--- src/include/gdio_pkg.sv ---
// Package with register map, field layout and bus carriers of the general digital I/O port
// Functional notes
// - Direction bit one makes pin an output
// - Pull-up only for input, latch one, enabled
// - Output pin drives latch value, pull-up off
// - Global disable bit kills every pull-up
// - Reset tri-states all pins asynchronously
// - Latch, direction, input registers per port
// - Input register reads pins, writes store nothing
// - Writing one to input bit toggles latch
// - Bit set/clear touches only that pin
// - Alternate functions leave other pins usable
// - Pin level readable whatever its direction
// - Input passes a two stage synchronizer
// - Deep sleep clamps inputs unless exempted
package gdio_pkg;
   localparam int GDIO_NUM_PORTS = 2;
   localparam int GDIO_PIN_W = 8;
   localparam int GDIO_ADDR_W = 12;
   localparam int GDIO_DATA_W = 32;
   localparam int GDIO_SYNC_STAGES = 2;

   // Per-port block of registers; port n sits at n times the stride
   localparam logic [11:0] GDIO_PORT_STRIDE = 12'h020;
   localparam logic [11:0] GDIO_OFF_LATCH = 12'h000;
   localparam logic [11:0] GDIO_OFF_DIR = 12'h004;
   localparam logic [11:0] GDIO_OFF_INPUT = 12'h008;
   localparam logic [11:0] GDIO_OFF_LATCH_SET = 12'h00c;
   localparam logic [11:0] GDIO_OFF_LATCH_CLR = 12'h010;
   localparam logic [11:0] GDIO_OFF_DIR_SET = 12'h014;
   localparam logic [11:0] GDIO_OFF_DIR_CLR = 12'h018;
   localparam logic [11:0] GDIO_OFF_MCU_CONTROL = 12'h100;

   // Control register fields
   localparam int GDIO_MCU_SCAN_DIS_BIT = 7;
   localparam int GDIO_MCU_PUD_BIT = 4;
   localparam int GDIO_MCU_VEC_SEL_BIT = 1;
   localparam int GDIO_MCU_VEC_CHG_BIT = 0;
   localparam logic [7:0] GDIO_MCU_RW_MASK = 8'h93;
   localparam logic [7:0] GDIO_MCU_RESET = 8'h00;
   localparam logic [7:0] GDIO_LATCH_RESET = 8'h00;
   localparam logic [7:0] GDIO_DIR_RESET = 8'h00;

   // One-hot register select
   typedef enum logic [8:0] {
      GDIO_SEL_NONE = 9'h001,
      GDIO_SEL_LATCH = 9'h002,
      GDIO_SEL_DIR = 9'h004,
      GDIO_SEL_INPUT = 9'h008,
      GDIO_SEL_LSET = 9'h010,
      GDIO_SEL_LCLR = 9'h020,
      GDIO_SEL_DSET = 9'h040,
      GDIO_SEL_DCLR = 9'h080,
      GDIO_SEL_MCU = 9'h100
   } gdio_sel_t;

   typedef struct packed {
      gdio_sel_t sel;
      logic [3:0] port;
   } gdio_dec_t;

   typedef struct packed {
      logic psel;
      logic penable;
      logic pwrite;
      logic [GDIO_ADDR_W-1:0] paddr;
      logic [GDIO_DATA_W-1:0] pwdata;
   } gdio_apb_req_t;

   typedef struct packed {
      logic [GDIO_DATA_W-1:0] prdata;
      logic pready;
      logic pslverr;
   } gdio_apb_rsp_t;

   // Address decode; ports beyond the instance count are unmapped
   function automatic gdio_dec_t gdio_decode(input logic [GDIO_ADDR_W-1:0] addr,
                                             input int nports);
      gdio_dec_t d;
      logic [11:0] off;
      int p;
      d.sel = GDIO_SEL_NONE;
      d.port = 4'h0;
      p = int'(addr[11:5]);
      off = {7'h00, addr[4:0]};
      if (addr == GDIO_OFF_MCU_CONTROL) begin
         d.sel = GDIO_SEL_MCU;
      end else if (p < nports && p < 16) begin
         d.port = addr[8:5];
         case (off)
            GDIO_OFF_LATCH: d.sel = GDIO_SEL_LATCH;
            GDIO_OFF_DIR: d.sel = GDIO_SEL_DIR;
            GDIO_OFF_INPUT: d.sel = GDIO_SEL_INPUT;
            GDIO_OFF_LATCH_SET: d.sel = GDIO_SEL_LSET;
            GDIO_OFF_LATCH_CLR: d.sel = GDIO_SEL_LCLR;
            GDIO_OFF_DIR_SET: d.sel = GDIO_SEL_DSET;
            GDIO_OFF_DIR_CLR: d.sel = GDIO_SEL_DCLR;
            default: d.sel = GDIO_SEL_NONE;
         endcase
      end
      return d;
   endfunction
endpackage

--- src/rtl/gdio_sync.sv ---
// Two stage synchronizer for the asynchronous pin inputs
`timescale 1ns/1ps
module gdio_sync #(
   parameter int WIDTH = 8
) (
   input wire logic pclk,
   input wire logic presetn,
   input wire logic [WIDTH-1:0] async_in,
   output logic [WIDTH-1:0] sync_out
);
   import gdio_pkg::*;

   typedef struct packed {
      logic [WIDTH-1:0] meta;
      logic [WIDTH-1:0] stable;
   } gdio_sync_state_t;

   gdio_sync_state_t st;
   gdio_sync_state_t next_st;

   // First stage feeds only the second, never any logic
   always_comb begin
      next_st.meta = async_in;
      next_st.stable = st.meta;
   end

   always_ff @(posedge pclk or negedge presetn) begin
      if (!presetn) begin
         st <= '0;
      end else begin
         st <= next_st;
      end
   end

   assign sync_out = st.stable;
endmodule

--- src/rtl/gdio_pin_cell.sv ---
// Combinational control of one port pin: drive, enable and pull-up
`timescale 1ns/1ps
module gdio_pin_cell (
   input wire logic dir,
   input wire logic latch,
   input wire logic pullup_global_disable,
   input wire logic alt_en,
   input wire logic alt_oe,
   input wire logic alt_out,
   output logic drive,
   output logic oe,
   output logic pull_en
);
   import gdio_pkg::*;

   // Alternate function overrides only its own pin
   always_comb begin
      if (alt_en) begin
         oe = alt_oe;
         drive = alt_out;
         pull_en = 1'b0;
      end else begin
         oe = dir;
         drive = dir & latch;
         pull_en = ~dir & latch & ~pullup_global_disable;
      end
   end
endmodule

--- src/rtl/gdio_port.sv ---
// Top of the general digital I/O port block with its APB register slave
//
// Added by the designer: the APB slave port and the register offsets.
`timescale 1ns/1ps
module gdio_port #(
   parameter int NUM_PORTS = gdio_pkg::GDIO_NUM_PORTS,
   parameter int PIN_W = gdio_pkg::GDIO_PIN_W
) (
   input wire logic pclk,
   input wire logic presetn,
   input wire gdio_pkg::gdio_apb_req_t apb_req,
   output gdio_pkg::gdio_apb_rsp_t apb_rsp,
   input wire logic [NUM_PORTS*PIN_W-1:0] pin_in,
   output logic [NUM_PORTS*PIN_W-1:0] pin_out,
   output logic [NUM_PORTS*PIN_W-1:0] pin_oe,
   output logic [NUM_PORTS*PIN_W-1:0] pin_pullup,
   input wire logic sleep_deep,
   input wire logic [NUM_PORTS*PIN_W-1:0] ext_irq_en,
   input wire logic [NUM_PORTS*PIN_W-1:0] alt_en,
   input wire logic [NUM_PORTS*PIN_W-1:0] alt_oe,
   input wire logic [NUM_PORTS*PIN_W-1:0] alt_out
);
   import gdio_pkg::*;

   localparam int NB = NUM_PORTS * PIN_W;

   typedef struct packed {
      logic [NB-1:0] latch;
      logic [NB-1:0] dir;
      logic [7:0] mcu;
      logic [NB-1:0] pin_out;
      logic [NB-1:0] pin_oe;
      logic [NB-1:0] pin_pullup;
      logic [GDIO_DATA_W-1:0] prdata;
      logic pready;
      logic pslverr;
   } gdio_state_t;

   gdio_state_t st;
   gdio_state_t next_st;

   logic [NB-1:0] sync_q;
   logic [NB-1:0] clamp;
   logic [NB-1:0] in_view;
   logic [NB-1:0] cell_drive;
   logic [NB-1:0] cell_oe;
   logic [NB-1:0] cell_pullup;
   logic pullup_global_disable;
   gdio_dec_t dec;
   logic access;
   logic done;

   // Pin levels cross into the clock domain before anything looks at them
   gdio_sync #(
      .WIDTH(NB)
   ) u_sync (
      .pclk(pclk),
      .presetn(presetn),
      .async_in(pin_in),
      .sync_out(sync_q)
   );

   // Clamp in deep sleep keeps floating inputs quiet; wake sources stay live
   assign clamp = {NB{sleep_deep}} & ~(ext_irq_en | alt_en);
   assign in_view = sync_q & ~clamp;
   assign pullup_global_disable = st.mcu[GDIO_MCU_PUD_BIT];

   // One cell per pin, all sharing the global pull-up disable
   for (genvar i = 0; i < NB; i++) begin : g_pin
      gdio_pin_cell u_cell (
         .dir(st.dir[i]),
         .latch(st.latch[i]),
         .pullup_global_disable(pullup_global_disable),
         .alt_en(alt_en[i]),
         .alt_oe(alt_oe[i]),
         .alt_out(alt_out[i]),
         .drive(cell_drive[i]),
         .oe(cell_oe[i]),
         .pull_en(cell_pullup[i])
      );
   end

   // Bus decode is taken straight from the held request
   assign dec = gdio_decode(apb_req.paddr, NUM_PORTS);
   assign access = apb_req.psel & apb_req.penable;
   assign done = access & st.pready;

   // Next state: register reads, writes and pin control
   always_comb begin
      int base;
      logic [PIN_W-1:0] wbits;
      logic [PIN_W-1:0] rbits;
      base = int'(dec.port) * PIN_W;
      wbits = apb_req.pwdata[PIN_W-1:0];
      rbits = '0;
      next_st = st;
      // Pins always follow the cells one cycle later, so outputs are flops
      next_st.pin_out = cell_drive;
      next_st.pin_oe = cell_oe;
      next_st.pin_pullup = cell_pullup;
      // One wait state: read data is captured in the first access cycle
      if (access && !st.pready) begin
         next_st.pready = 1'b1;
         next_st.pslverr = (dec.sel == GDIO_SEL_NONE);
         case (dec.sel)
            GDIO_SEL_LATCH: rbits = st.latch[base +: PIN_W];
            GDIO_SEL_DIR: rbits = st.dir[base +: PIN_W];
            GDIO_SEL_INPUT: rbits = in_view[base +: PIN_W];
            default: rbits = '0;
         endcase
         if (dec.sel == GDIO_SEL_MCU) begin
            next_st.prdata = {24'h000000, st.mcu};
         end else begin
            next_st.prdata = '0;
            next_st.prdata[PIN_W-1:0] = rbits;
         end
      end
      // The write takes effect only at the completing edge
      if (done) begin
         next_st.pready = 1'b0;
         next_st.pslverr = 1'b0;
         next_st.prdata = '0;
         if (apb_req.pwrite) begin
            case (dec.sel)
               GDIO_SEL_LATCH: next_st.latch[base +: PIN_W] = wbits;
               GDIO_SEL_DIR: next_st.dir[base +: PIN_W] = wbits;
               // Toggles regardless of direction and stores nothing itself
               GDIO_SEL_INPUT: next_st.latch[base +: PIN_W] =
                  st.latch[base +: PIN_W] ^ wbits;
               GDIO_SEL_LSET: next_st.latch[base +: PIN_W] =
                  st.latch[base +: PIN_W] | wbits;
               GDIO_SEL_LCLR: next_st.latch[base +: PIN_W] =
                  st.latch[base +: PIN_W] & ~wbits;
               GDIO_SEL_DSET: next_st.dir[base +: PIN_W] =
                  st.dir[base +: PIN_W] | wbits;
               GDIO_SEL_DCLR: next_st.dir[base +: PIN_W] =
                  st.dir[base +: PIN_W] & ~wbits;
               GDIO_SEL_MCU: next_st.mcu =
                  apb_req.pwdata[7:0] & GDIO_MCU_RW_MASK;
               default: next_st.mcu = st.mcu;
            endcase
         end
      end
   end

   // Asynchronous reset releases every pin even with the clock stopped
   always_ff @(posedge pclk or negedge presetn) begin
      if (!presetn) begin
         st.latch <= {NUM_PORTS{GDIO_LATCH_RESET}};
         st.dir <= {NUM_PORTS{GDIO_DIR_RESET}};
         st.mcu <= GDIO_MCU_RESET;
         st.pin_out <= '0;
         st.pin_oe <= '0;
         st.pin_pullup <= '0;
         st.prdata <= '0;
         st.pready <= 1'b0;
         st.pslverr <= 1'b0;
      end else begin
         st <= next_st;
      end
   end

   // Outputs come straight from the state flops
   assign apb_rsp.prdata = st.prdata;
   assign apb_rsp.pready = st.pready;
   assign apb_rsp.pslverr = st.pslverr;
   assign pin_out = st.pin_out;
   assign pin_oe = st.pin_oe;
   assign pin_pullup = st.pin_pullup;

   // Checks on pin control, register effects and bus timing
   logic wr_done;
   logic [NB-1:0] port_mask;
   assign wr_done = done & apb_req.pwrite;
   always_comb begin
      port_mask = '0;
      port_mask[int'(dec.port) * PIN_W +: PIN_W] = {PIN_W{1'b1}};
   end
endmodule

--- config.mk ---
export PLATFORM = sky130hd
export DESIGN_NAME = gdio_port
export DESIGN_NICKNAME = d
export VERILOG_FILES = /design/src/include/gdio_pkg.sv /design/src/rtl/gdio_sync.sv /design/src/rtl/gdio_pin_cell.sv /design/src/rtl/gdio_port.sv
export SDC_FILE = /design/constraint.sdc
export NUM_CORES = 1
export LEC_CHECK = 0
export ABC_AREA = 1
export BUFFER_PORTS_ARGS = -buffer_cell sky130_fd_sc_hd__buf_2
export CELL_PAD_IN_SITES_DETAIL_PLACEMENT = 1
export CELL_PAD_IN_SITES_GLOBAL_PLACEMENT = 2
export CORE_MARGIN = 4
export CORE_UTILIZATION = 26
export CTS_CLUSTER_SIZE = 12
export DETAILED_ROUTE_END_ITERATION = 7
export PLACE_DENSITY_LB_ADDON = 0.1
export SYNTH_ARGS = -nofsm -noshare
export SYNTH_HDL_FRONTEND = slang
export SYNTH_SLANG_ARGS = --single-unit
export TNS_END_PERCENT = 5
--- constraint.sdc ---
create_clock -name pclk -period 1.5 [get_ports pclk]
set_input_delay 0.3 -clock pclk [delete_from_list [all_inputs] [get_ports pclk]]
set_output_delay 0.3 -clock pclk [all_outputs]
set_load 0.01 [all_outputs]
==> summary.txt <==
Final nets - 1,484
wire per inst - 18.7 um
Cells after Synth - 1,038
Num CTS Buffers - 17
fill cell count - 3,538
vias in the first global route - 8,259
Gate power share - 11.7%
Yosys top cell by area - dfrtp_1
share of layout cells above drive strength 1 - 36.6%
Peak VDD IR - 0.583 mV
Fin Setup TNS - -8.31 ns
via count - 7,790
synth top area cells - dfrtp_1 (41%), nand2_1 (18%), buf_4 (8.3%)
Yosys reg bits - 126
Pwr Total - 0.00891 W
antenna-violating nets left - 0
Starting Density - 26.7%
Clock Path Buffers - 2
Core ar. - 0.0290 mm2
min-delay worst type - in -> reg
Ys Warns - 0
mean post-synth cell area - 7.46 um2
pin count of the biggest net entering global routing - 35
# IOs - 212
post-layout min period - 1.83 ns
unrepaired setup endpoints after global routing - true
outcome - complete, but fails checks
DR iter-0 viols - 302
crit start category - primary input
worst-path fanout max - 6
Final GP Congestion - 0.808
Leak - 5.86 nW
total track usage - 19.5%
initial antenna violation count - 0
Post-Layout Cell Count - 1,732
DRC - 0
data arrival time of the critical path - 2.18 ns
CTS Sinks - 126
Setup Viol. Count Final - 40
share of the synthesized area in the top cell type - 40.7%
die area - 0.0326 mm2
Cell variety after synth - 38
TritonCTS clock tree - yes
port bufs - 163
Clock Tree Root - clkbuf_16
setup slack after layout - -0.327 ns
crit share post-route - 122%
Routed Wire Length - 32,400 um
Flop pwr share - 39.6%
failing checks - setup timing
Inserted Diodes - 0
Overflow after GRT - 0
Sw Share - 26.2%
multi-input logic area - 0.00384 mm2
critical path class - in -> reg
clock share of power - 48.7%
placed cells - 1,662
clock skew - 0.0161 ns
sequential-to-total area share from yosys stat - 40.7%
final core utilization - 38.8%
Post-DP HPWL - 25,500 um
area delta synth->final - 45.3%
first-pass GRT wire length - 49,000 um
CP endpoint kind - flip-flop
die width - 181 um
worst path required time - 1.85 ns
Post-Syn Area - 0.00774 mm2
Max Cap Viol - 0
PD cells - 792 mW/mm2
H-tree Lvls - 4
Psw - 0.00233 W
via/cell ratio - 4.50
Worst-Skew Late Latency - 0.42 ns
final hold vios - 0
Pint - 0.00658 W
fmax - 547 MHz
first-pass iteration count of the detailed router - 4
FF+latch area - 0.00315 mm2
clock-pin transition on the worst setup and hold timing paths - 0.07 ns
Core Rows - 62
Die H - 181 um
Max Slew Vio Count - 0
-- Yosys cell counts (all sizes together) --
cell type	n
nand2	369
o31ai	16
or2	10
nor2	48
ha	18
clkbuf	14
o21bai	2
nand3b	7
a32o	1
o211ai	5
inv	101
o21ai	49
conb	2
nand4	23
nand3	115
o31a	1
buf	101
dfrtp	126
a21oi	7
nor4	16
nor3	6
a31oi	1
-- routing by layer --
layer  wire length [um]  global-route usage (%)  vias to the layer above
met3               1270                    2.77                       23
met4                459                    4.81                        0
li1                   -                       -                     3825
met5                  0                       0                        -
met2              15800                    33.0                      158
met1              14900                    26.3                     3784
-- logic make-up after synthesis --
group | synth area share [%]
adders and majority gates | 2.91
and+or+nand+nor | 34.8
other | 0.0970
AOI/OAI and AO/OA | 6.37
buffers and inverters | 15.1
DFF | 40.7
-- stage by stage --
stage               cell area [um2]  setup slack [ns]  hold WS, ns
global route                  11200            -0.413       0.0756
floorplan                      7920            -0.421      0.00441
finish                        11200            -0.327       0.0816
global placement               9840            -0.728        0.230
CTS                           10900            -0.236       0.0558
detailed placement             9840            -0.773        0.229
-- power by group through the flow --
stage	clock, W	combinational [W]	sequential [W]
after global routing	0.00459	0.00116	0.00353
after CTS	0.00447	0.00102	0.00353
after global placement	0	0.000952	0.00359
after detailed placement	0	0.000955	0.00359
final	0.00434	0.00104	0.00352
after floorplan	0	0.000475	0.00359
-- worst max-delay path, cell delays in order --
cell	delay, ns
buf_2	0.11
nor2_4	0.16
buf_12	0.13
nand4_4	0.10
ha_4	0.30
nand2_4	0.05
nor2_4	0.14
nand3_4	0.18
inv_4	0.13
buf_12	0.10
nor2_4	0.03
nor2_4	0.17
buf_6	0.15
nand3_2	0.06
nand2_1	0.06
-- final timing paths --
check	from	to	depth (start not counted)	slack, ns
max in group asynchronous	presetn	pin_oe[8]	3	0.53
setup reg to reg	flip-flop	flip-flop	12	-0.11
setup / recovery	apb_req[42]	flip-flop	15	-0.33
hold reg to reg	u_sync.next_st[8]	u_sync.sync_out[8]	0	0.34
hold / removal	alt_oe[5]	pin_oe[5]	3	0.08
min in group asynchronous	presetn	pin_out[5]	2	0.34
-- timing repair --
item,4_1_cts,5_1_grt
setup buffers,8,12
gates resized for setup,47,63
endpoints found under the setup margin,40,43
pin swaps,16,38
hold endpoints to repair,44,0
hold buffers,17,0
gates cloned,1,2
-- cell type report --
type / instances / share of cell area [%]
clock buffers: 18 / 3.82
clock inverters: 13 / 1.48
inverters: 101 / 3.49
multi-input cells: 720 / 34.2
flip-flops and latches: 126 / 28.0
well taps: 384 / 4.27
repair buffers: 370 / 24.7
-- cells in the final DEF (no fill, tap or decap), types with 22 or more instances in the layout --
cell	instances
buf_2	157
buf_4	157
conb_1	26
inv_1	94
nand2_2	25
nand3_1	98
o21ai_0	29
nor2_1	29
nand4_1	22
nand2_1	339
dfrtp_1	126
Power figures use the tool's default switching activity.
